<file path="config.mk">
export PLATFORM = sky130hd
export DESIGN_NAME = plo_top
export DESIGN_NICKNAME = d
export VERILOG_FILES = /design/src/plo_pkg.sv /design/src/plo_if.sv /design/src/plo_apply.sv /design/src/plo_top.sv
export SDC_FILE = /design/constraint.sdc
export NUM_CORES = 1
export LEC_CHECK = 0
export BUFFER_PORTS_ARGS = -buffer_cell sky130_fd_sc_hd__buf_2
export CORE_ASPECT_RATIO = 1.1
export CORE_MARGIN = 5
export CORE_UTILIZATION = 49
export DETAILED_ROUTE_END_ITERATION = 10
export HOLD_SLACK_MARGIN = 0.12
export PLACE_DENSITY = 0.91
export SLEW_MARGIN = 20
export SYNTH_ARGS = -nofsm -noshare
export SYNTH_HDL_FRONTEND = slang
export SYNTH_HIERARCHICAL = 1
export SYNTH_SLANG_ARGS = --single-unit
</file>
<file path="constraint.sdc">
create_clock -name i_clock -period 2.56 [get_ports i_clock]
set_input_delay 0 -clock i_clock [delete_from_list [all_inputs] [get_ports i_clock]]
set_output_delay 0 -clock i_clock [all_outputs]
set_load 0.02 [all_outputs]
</file>
<file path="src/plo_pkg.sv">
// constants and types for the crosspoint partition-label override block
package plo_pkg;

  // ----------------------------------------------------------------
  // register bus
  // ----------------------------------------------------------------
  localparam int PLO_AW = 6;
  localparam int PLO_DW = 64;
  localparam logic [5:0] PLO_OFS_P0 = 6'h00;
  localparam logic [5:0] PLO_OFS_P1 = 6'h08;
  localparam logic [5:0] PLO_OFS_BRG = 6'h10;
  localparam logic [5:0] PLO_OFS_CTRL = 6'h18;
  localparam logic [5:0] PLO_OFS_STAT = 6'h20;

  // ----------------------------------------------------------------
  // override register fields
  // ----------------------------------------------------------------
  localparam int PLO_EN_BIT = 0;
  localparam int PLO_SEC_BIT = 4;
  localparam int PLO_PID_LO = 8;
  localparam int PLO_PID_HI = 16;
  localparam int PLO_MON_BIT = 24;
  localparam logic [63:0] PLO_OVR_MASK = 64'h0000_0000_0101_ff11;
  localparam logic [63:0] PLO_OVR_RESET = 64'h0000_0000_0000_0000;

  // ----------------------------------------------------------------
  // control and status fields
  // ----------------------------------------------------------------
  localparam int PLO_PASS_BIT = 0;
  localparam int PLO_BUILD_BIT = 1;
  localparam logic PLO_PASS_RESET = 1'b0;
  localparam logic PLO_FEATURE_BUILD = 1'b1;
  localparam int PLO_UNITS = 3;
  localparam int PLO_BRG_UNIT = 2;

  // ----------------------------------------------------------------
  // label carried on a request
  // ----------------------------------------------------------------
  localparam int PLO_PID_W = 9;
  typedef struct packed {
    logic monitor_group;
    logic [PLO_PID_W-1:0] partition_id;
    logic security;
  } plo_label_t;

endpackage : plo_pkg

</file>
<file path="src/plo_if.sv">
// request and result bundle between the block and one label unit
`timescale 1ns/100ps
interface plo_if;
  import plo_pkg::*;
  logic in_valid;
  logic in_ns;
  plo_label_t in_label;
  logic fc;
  logic newest;
  logic [63:0] ovr;
  logic out_valid;
  logic out_ns;
  plo_label_t out_label;
  logic clamp;
  modport unit (
    input in_valid, in_ns, in_label, fc, newest, ovr,
    output out_valid, out_ns, out_label, clamp
  );
  modport host (
    output in_valid, in_ns, in_label, fc, newest, ovr,
    input out_valid, out_ns, out_label, clamp
  );
endinterface : plo_if

</file>
<file path="src/plo_apply.sv">
// one label unit: substitutes, keeps or clamps the label of one request stream
`timescale 1ns/100ps
module plo_apply (
  input wire logic i_clock,
  input wire logic i_rst,
  plo_if.unit u
);
  import plo_pkg::*;

  typedef struct packed {
    logic valid;
    logic ns;
    plo_label_t label;
    logic clamp;
  } plo_apply_st_t;

  plo_apply_st_t q;
  plo_apply_st_t d;
  plo_label_t lbl;

  // ----------------------------------------------------------------
  // label selection
  // ----------------------------------------------------------------
  always_comb begin
    d = q;
    lbl = u.in_label;
    d.valid = u.in_valid;
    d.ns = u.in_ns;
    d.clamp = 1'b0;
    if (!PLO_FEATURE_BUILD) begin
      lbl = '0;
    end else if (u.fc) begin
      if (u.ovr[PLO_EN_BIT]) begin
        // register drives all fields, security included
        lbl.monitor_group = u.ovr[PLO_MON_BIT];
        lbl.partition_id = u.ovr[PLO_PID_HI:PLO_PID_LO];
        lbl.security = u.ovr[PLO_SEC_BIT];
      end else if (!u.newest) begin
        lbl = '0;
        lbl.security = u.in_ns;
      end
      // newest requester without override keeps its own label
      if (lbl.security && !u.in_ns) begin
        lbl.security = 1'b0;
        d.clamp = u.in_valid;
      end
    end
    // other requester types are not touched
    d.label = u.in_valid ? lbl : '0;
  end

  always_ff @(posedge i_clock) begin
    if (i_rst) begin
      q <= '0;
    end else begin
      q <= d;
    end
  end

  assign u.out_valid = q.valid;
  assign u.out_ns = q.ns;
  assign u.out_label = q.label;
  assign u.clamp = q.clamp;

endmodule : plo_apply

</file>
<file path="src/plo_top.sv">
// crosspoint partition-label override with bridge override and axi label pass
`timescale 1ns/100ps
module plo_top (
  input wire logic i_clock,
  input wire logic i_rst,
  input wire logic [plo_pkg::PLO_AW-1:0] i_reg_addr,
  input wire logic [plo_pkg::PLO_DW-1:0] i_reg_wdata,
  input wire logic i_reg_write,
  input wire logic i_reg_read,
  output logic [plo_pkg::PLO_DW-1:0] o_reg_rdata,
  input wire logic [1:0] i_port_req_valid,
  input wire logic [1:0] i_port_req_ns,
  input wire plo_pkg::plo_label_t [1:0] i_port_req_label,
  input wire logic [1:0] i_port_is_fc,
  input wire logic [1:0] i_port_chi_newest,
  output logic [1:0] o_port_req_valid,
  output logic [1:0] o_port_req_ns,
  output plo_pkg::plo_label_t [1:0] o_port_req_label,
  input wire logic i_brg_req_valid,
  input wire logic i_brg_req_ns,
  input wire plo_pkg::plo_label_t i_brg_req_label,
  output logic o_brg_req_valid,
  output logic o_brg_req_ns,
  output plo_pkg::plo_label_t o_brg_req_label,
  input wire logic i_hn_req_valid,
  input wire plo_pkg::plo_label_t i_hn_req_label,
  output logic o_axi_label_valid,
  output plo_pkg::plo_label_t o_axi_label
);
  import plo_pkg::*;

  // ----------------------------------------------------------------
  // state
  // ----------------------------------------------------------------
  typedef struct packed {
    logic [PLO_UNITS-1:0][63:0] ovr;
    logic pass_en;
    logic [PLO_UNITS-1:0] clamp_seen;
    logic [63:0] rdata;
    logic axi_valid;
    plo_label_t axi_label;
  } plo_top_st_t;

  plo_top_st_t q;
  plo_top_st_t d;

  logic [PLO_UNITS-1:0] unit_valid;
  logic [PLO_UNITS-1:0] unit_ns;
  plo_label_t [PLO_UNITS-1:0] unit_label;
  logic [PLO_UNITS-1:0] unit_fc;
  logic [PLO_UNITS-1:0] unit_newest;
  logic [PLO_UNITS-1:0] res_valid;
  logic [PLO_UNITS-1:0] res_ns;
  plo_label_t [PLO_UNITS-1:0] res_label;
  logic [PLO_UNITS-1:0] res_clamp;

  // ----------------------------------------------------------------
  // decode helpers
  // ----------------------------------------------------------------
  // maps an address to an override unit, PLO_UNITS when none
  function automatic logic [1:0] ovr_index(input logic [PLO_AW-1:0] addr);
    logic [1:0] idx;
    idx = 2'h3;
    case (addr)
      PLO_OFS_P0: idx = 2'h0;
      PLO_OFS_P1: idx = 2'h1;
      PLO_OFS_BRG: idx = 2'h2;
      default: idx = 2'h3;
    endcase
    return idx;
  endfunction : ovr_index

  // unmapped addresses read zero rather than stalling the master
  function automatic logic [63:0] read_word(input logic [PLO_AW-1:0] addr,
                                            input plo_top_st_t s);
    logic [63:0] w;
    logic [1:0] idx;
    w = 64'h0;
    idx = ovr_index(addr);
    if (idx != 2'h3) begin
      w = s.ovr[idx] & PLO_OVR_MASK;
    end else if (addr == PLO_OFS_CTRL) begin
      w[PLO_PASS_BIT] = s.pass_en;
      w[PLO_BUILD_BIT] = PLO_FEATURE_BUILD;
    end else if (addr == PLO_OFS_STAT) begin
      w[PLO_UNITS-1:0] = s.clamp_seen;
    end
    return w;
  endfunction : read_word

  // ----------------------------------------------------------------
  // label units: two device ports and the requester bridge
  // ----------------------------------------------------------------
  always_comb begin
    unit_valid = {i_brg_req_valid, i_port_req_valid};
    unit_ns = {i_brg_req_ns, i_port_req_ns};
    unit_label = {i_brg_req_label, i_port_req_label};
    // bridge override is its own and always applies to its own requests
    unit_fc = {1'b1, i_port_is_fc};
    unit_newest = {1'b1, i_port_chi_newest};
  end

  for (genvar g = 0; g < PLO_UNITS; g++) begin : g_unit
    plo_if lif ();
    assign lif.in_valid = unit_valid[g];
    assign lif.in_ns = unit_ns[g];
    assign lif.in_label = unit_label[g];
    assign lif.fc = unit_fc[g];
    assign lif.newest = unit_newest[g];
    // each unit sees only its own register
    assign lif.ovr = q.ovr[g];
    assign res_valid[g] = lif.out_valid;
    assign res_ns[g] = lif.out_ns;
    assign res_label[g] = lif.out_label;
    assign res_clamp[g] = lif.clamp;
    plo_apply u_apply (
      .i_clock(i_clock),
      .i_rst(i_rst),
      .u(lif.unit)
    );
  end

  // ----------------------------------------------------------------
  // registers and axi label path
  // ----------------------------------------------------------------
  always_comb begin
    logic [1:0] widx;
    widx = ovr_index(i_reg_addr);
    d = q;
    d.rdata = i_reg_read ? read_word(i_reg_addr, q) : 64'h0;
    if (i_reg_write) begin
      if (widx != 2'h3) begin
        d.ovr[widx] = i_reg_wdata & PLO_OVR_MASK;
      end else if (i_reg_addr == PLO_OFS_CTRL) begin
        d.pass_en = i_reg_wdata[PLO_PASS_BIT];
      end else if (i_reg_addr == PLO_OFS_STAT) begin
        d.clamp_seen = q.clamp_seen & ~i_reg_wdata[PLO_UNITS-1:0];
      end
    end
    // a clamp in the clearing cycle is kept
    d.clamp_seen = d.clamp_seen | res_clamp;
    d.axi_valid = i_hn_req_valid;
    // zeros on the axi pins when pass is off
    d.axi_label = (i_hn_req_valid && q.pass_en) ? i_hn_req_label : '0;
  end

  always_ff @(posedge i_clock) begin
    if (i_rst) begin
      q <= '0;
      q.pass_en <= PLO_PASS_RESET;
      q.ovr <= {PLO_UNITS{PLO_OVR_RESET}};
    end else begin
      q <= d;
    end
  end

  assign o_reg_rdata = q.rdata;
  assign o_port_req_valid = res_valid[1:0];
  assign o_port_req_ns = res_ns[1:0];
  assign o_port_req_label = res_label[1:0];
  assign o_brg_req_valid = res_valid[PLO_BRG_UNIT];
  assign o_brg_req_ns = res_ns[PLO_BRG_UNIT];
  assign o_brg_req_label = res_label[PLO_BRG_UNIT];
  assign o_axi_label_valid = q.axi_valid;
  assign o_axi_label = q.axi_label;
endmodule : plo_top

</file>
### Yosys cells after proc, flatten, opt, wreduce, memory -nomap -nowiden

Index checks and enable logic that the tools add are counted.

| word-level totals | value |
|---|---|
| input bits | 129 |
| register bits after elaboration | 314 |

| operators by class | value |
|---|---|
| order comparisons | 2 |
| eq/ne operators | 5 |
| bitwise operators | 15 |
| reduce and logical (&&, ||, !) cells | 23 |
| muxes and demuxes | 24 |

Operators with widths:

| cell | number |
|---|---|
| 192-bit bitwise mux | 1 |
| 64-bit binary-select mux with 2-bit select | 1 |
| 64-bit demux with 2-bit select | 1 |
| 11-bit 2-to-1 mux | 9 |
| 64-bit 2-to-1 mux | 1 |
| 25-bit 2-to-1 mux | 1 |
| 3-bit 2-to-1 mux | 5 |
| 3-bit OR reduction | 5 |
| 6-bit by 5-bit == test with 1-bit output, second input constant | 2 |
| 1-bit inverter | 12 |
| 2-bit OR reduction | 6 |
| 6-bit by 4-bit == test with 1-bit output, second input constant | 1 |
| 6-bit == test, second input constant | 1 |
| 6-bit zero test | 1 |
| 2-bit case mux with 3 select lines | 1 |
| 1-bit logical AND | 5 |
| 5-bit OR reduction | 1 |
| 3-bit bitwise AND | 1 |
| 1-bit zero test | 3 |
| 2-bit by 3-bit less-than comparator with 1-bit output, second input constant | 1 |
| 1-bit 2-to-1 mux | 3 |
| 3-bit inverter | 1 |
| 3-bit bitwise OR | 1 |
| 3-bit AND reduction | 1 |
| other kinds (4) | 4 |

### Longest topological paths before layout

| logic depth | value |
|---|---|
| depth in word-level cells | 7 |
| depth in mapped cells | 5 |

### Cells and area by module

The synthesis kept the hierarchy.

Modules (own cells, without submodules):

| module | instances | sequential area each (sq um) | cells each | area each (sq um) |
|---|---|---|---|---|
| plo_top | 1 | 1321.3 | 328 | 3311.9 |
| plo_apply | 3 | 280.3 | 38 | 496.7 |

### Worst setup path before layout

No wires, ideal clock.

| timing path | value |
|---|---|
| kind | reg2reg |
| from | reg, netlist name g_unit[1].lif.ovr[0] |
| to | reg q (netlist bit o_reg_rdata[0]) |
| period minus slack after synthesis | 1.035 ns |
| data arrival time | 0.906 ns |
| stages on the path, launching flop included | 4 |
| path slack | 1.525 ns |
| path buffers | 0 |
| cells stage by stage | dfxtp_1 mux2_2 a222oi_1 a21oi_2 |

| between the ends | value |
|---|---|
| word-level cells in the longest chain between the ends | 3 |

Ends and longest elaborated chain:

| what | line | source |
|---|---|---|
| 64-bit binary-select mux with 2-bit select | plo_top.sv:81 | `w = s.ovr[idx] & PLO_OVR_MASK;` |
| 25-bit 2-to-1 mux (implied by the code) | plo_top.sv:81 |  |
| 1-bit 2-to-1 mux | plo_top.sv:80 | `if (idx != 2'h3) begin` |
| end: declaration | plo_top.sv:44 | `plo_top_st_t q;` |

Every way passes these cells. The select of a mux whose other input is x is not followed.
A chain may end at the register's enable or synchronous reset.

### Worst setup path in the final report

| timing path | value |
|---|---|
| from | in i_reg_addr[1] (netlist name) |
| to | reg, netlist name g_unit[2].lif.ovr[12] |

| between the ends | value |
|---|---|
| word-level cells in the longest chain between the ends | 7 |

Ends and longest elaborated chain:

| what | line | source |
|---|---|---|
| start: declaration | plo_top.sv:6 | `input wire logic [plo_pkg::PLO_AW-1:0] i_reg_addr,` |
| 6-bit by 5-bit == test with 1-bit output (tied with other cells) | plo_top.sv:64 | `case (addr)` |
| 2-bit case mux with 3 select lines * | plo_top.sv:64 |  |
| 2-bit by 3-bit less-than comparator with 1-bit output (implied by the code) / 2-bit by 1-bit greater-or-equal comparator with 1-bit output (equally long branches) | plo_top.sv:133 | `d.ovr[widx] = i_reg_wdata & PLO_OVR_MASK;` |
| 1-bit logical AND (implied by the code) | plo_top.sv:133 |  |
| 64-bit 2-to-1 mux (implied by the code) | plo_top.sv:133 |  |
| 64-bit demux with 2-bit select | plo_top.sv:133 |  |
| 192-bit bitwise mux | plo_top.sv:133 |  |

Mark *: on every way between the ends. The rest lies on a longest branch, timed or not.

==> metrics.yaml <==
setup_viol: 0
ant_nets: 0
relSlewSlack_pct: 40.4
intPower_mw: 2.56
p_clk_share_pct: 36.4
io_pins: 244
routed_wl_um: 13000
p_leak_nw: 3.01
place.gp.congestion: 0.803
n_antenna_cell: 0
drv_cap: 0
grt_antenna_before_repair: 0
via_per_inst: 4.91
cp_data_required_time_ns: 2.85
utilization_pct: 63.7
clock_latency_ns: 0.37
grt_start_max_net_pins: 62
place_ws_ns: 0.854
die_h_um: 114
fmax_mhz: 530
synthFlopType: "dfxtp_1"
dpl_cell_area_um2: 5180
area_growth_pct: 29.3
rsz0062_at_grt: "false"
cts.path.max_buffers: 2
cts_sinks: 108
synth_edf_count: 0
drive_gt1_share_pct: 33.8
grt_pass1_vias: 3964
drtPass1Iterations: 4
status: "complete, no violations"
cts-root-buf: "clkbuf_8"
period_needed_ns: 1.89
syn_area_per_cell_um2: 10.9
fp-row-count: 38
io_buffers: 143
crit_fanout: 10
clkTransAtPathRegs_ns: 0.09
cts_tree: "done"
maxSlewViolCount: 0
swShare_pct: 24.4
dp_hpwl_um: 8740
initial_utilization_pct: 49.3
cp-startpoint: "i_reg_addr[1]"
core-area_um2: 9750
dieArea_um2: 11900
cts_hold_buf: 79
min_path_type: "primary input to flop"
nNetsFinal: 763
setup_tns_ns: 0
cts_made_buffers: 9
cp.arrival_ns: 2.17
async_flop_share_pct: 0
worst_pin_slew_ns: 0.894
syn-cell-area_um2: 4800
grt_first_pass_wirelength_um: 20500
yosys_warnings: 6
synthCells: 442
grt_use_total_pct: 21.5
combPwrFrac_pct: 12.9
num_vias: 3730
ir_worst_vdd_uv: 251
reg2reg_from: "g_unit[2].lif.ovr[0]"
globalRoute.totalOverflow: 0
htreeDepth: 3
hold_violations: 0
switchingPower_mw: 0.824
wire_per_inst_um: 17.1
dp_cells: 664
worst_slack_ns: 0.673
skew_ns: 0.00768
pwr_density_cell_nw_per_um2: 545
p_seq_share_pct: 50.8
synth_cell_types: 38
die_w_um: 104
ys_ff_latch: 108
post-cts-setup-buffers: 0
drc: 0
fin_cells: 759
fin_crit_sh_pct: 73.7
hp-start: "i_port_is_fc[0]"
start_kind: "primary input"
drtIter0Drc: 230
design_area_um2: 6210
crit_type: "primary input to flop"
ys_seq_area_share_pct: 45.0
fillers: 707
crit_path_end_kind: "flop"
cts-resized-gates: 0
## cell usage in the layout (no fill, tap or decap), types with 4 or more instances in the layout
master         count
a21oi_1            4
a22o_2            30
and2_1            12
and3_1            12
buf_2            143
clkbuf_8           9
conb_1            56
dfxtp_1          108
dlygate4sd3_1     79
inv_1              6
mux2i_1           51
nand2_1            5
nand2_2            4
nand2b_1          49
nand2b_4           6
nor2_1             6
nor2b_1            4
nor3_1             7
o2bb2ai_1         11
## Yosys cell counts (2+ instances only)
cell type | number | area [µm²]
nor3_1 | 7 | 35.0
buf_4 | 82 | 616
nand3b_1 | 2 | 15.0
a21oi_4 | 3 | 48.8
and3b_1 | 2 | 17.5
o2bb2ai_1 | 11 | 96.3
a21oi_1 | 4 | 20.0
nand2_2 | 4 | 25.0
a22o_2 | 30 | 300
a311oi_1 | 3 | 26.3
and2_1 | 12 | 75.1
nor2_4 | 3 | 33.8
and3b_2 | 3 | 30.0
nand2_1 | 5 | 18.8
dfxtp_1 | 108 | 2160
nand2b_4 | 6 | 82.6
mux2i_1 | 51 | 510
and3_1 | 12 | 75.1
nor2b_1 | 4 | 25.0
nor4b_4 | 2 | 47.6
clkbuf_1 | 7 | 26.3
buf_6 | 2 | 22.5
conb_1 | 2 | 7.51
nand2b_1 | 49 | 307
buf_2 | 3 | 15.0
o22ai_1 | 3 | 18.8
inv_1 | 6 | 22.5
nor2_1 | 6 | 22.5
## cell families after synthesis
group | count (synthesis) | synth area share, %
AO/OA/AOI/OAI | 56 | 11.0
buffers and inverters | 101 | 14.9
AND/OR/NAND/NOR | 123 | 18.0
other | 2 | 0.156
multiplexers | 52 | 10.9
flip-flops | 108 | 45.0
## worst max-delay path: stages
cell	delay, ns
dlygate4sd3_1	0.54
buf_2	0.15
nor4b_4	0.54
nand3b_1	0.59
mux2i_1	0.35
## worst paths after layout
check,cells past startpoint,slack (ns),endpoint
worst max-delay path,5,0.67,g_unit[2].lif.ovr[12]
worst min-delay path,4,0.21,g_unit[0].u_apply/u.out_label[3]
worst max register to register,4,1.04,g_unit[2].u_apply/u.clamp
worst min register to register,2,0.45,o_reg_rdata[2]
## cell type report
type | instances | area [µm²] | area share (%)
flip-flops and latches | 108 | 2160 | 34.8
multi-input cells | 287 | 2130 | 34.3
repair buffers | 222 | 1510 | 24.3
well taps | 120 | 150 | 2.42
clock buffers | 10 | 128 | 2.06
clock inverters | 6 | 111 | 1.79
inverters | 6 | 22.5 | 0.363
## stage by stage
stage / hold WS, ns / total power [mW]
after floorplan: 0.0716 / 2.03
after global placement: 0.196 / 2.08
after CTS: 0.174 / 3.39
after detailed placement: 0.202 / 2.09
after global routing: 0.204 / 3.51
final: 0.215 / 3.38
## power groups by stage
stage	Sequential [mW]	Clock [mW]	Combinational, mW
final	1.72	1.23	0.435
after floorplan	1.78	0	0.251
after CTS	1.72	1.24	0.425
after detailed placement	1.76	0	0.333
after global routing	1.72	1.32	0.463
after global placement	1.75	0	0.323
## registers in the layout (all words and copies together) (netlist names)
signal and flops:
g_unit.u_apply/u.out_ns 3, q 4, g_unit.u_apply/u.out_label 33, g_unit.u_apply/u.out_valid 3, g_unit.lif.ovr 36, o_reg_rdata 14, g_unit.u_apply/u.clamp 3, o_axi_label 11
o_axi_label_valid 1
## routing by layer
metal  up-vias  GRT usage, %  wire (µm)
li1       1768             -          -
met3        26          5.60        938
met2       174          38.3       6690
met4         0          8.98        338
met5         -             0          0
met1      1762          24.4       5050
Power figures use the tool's default switching activity.
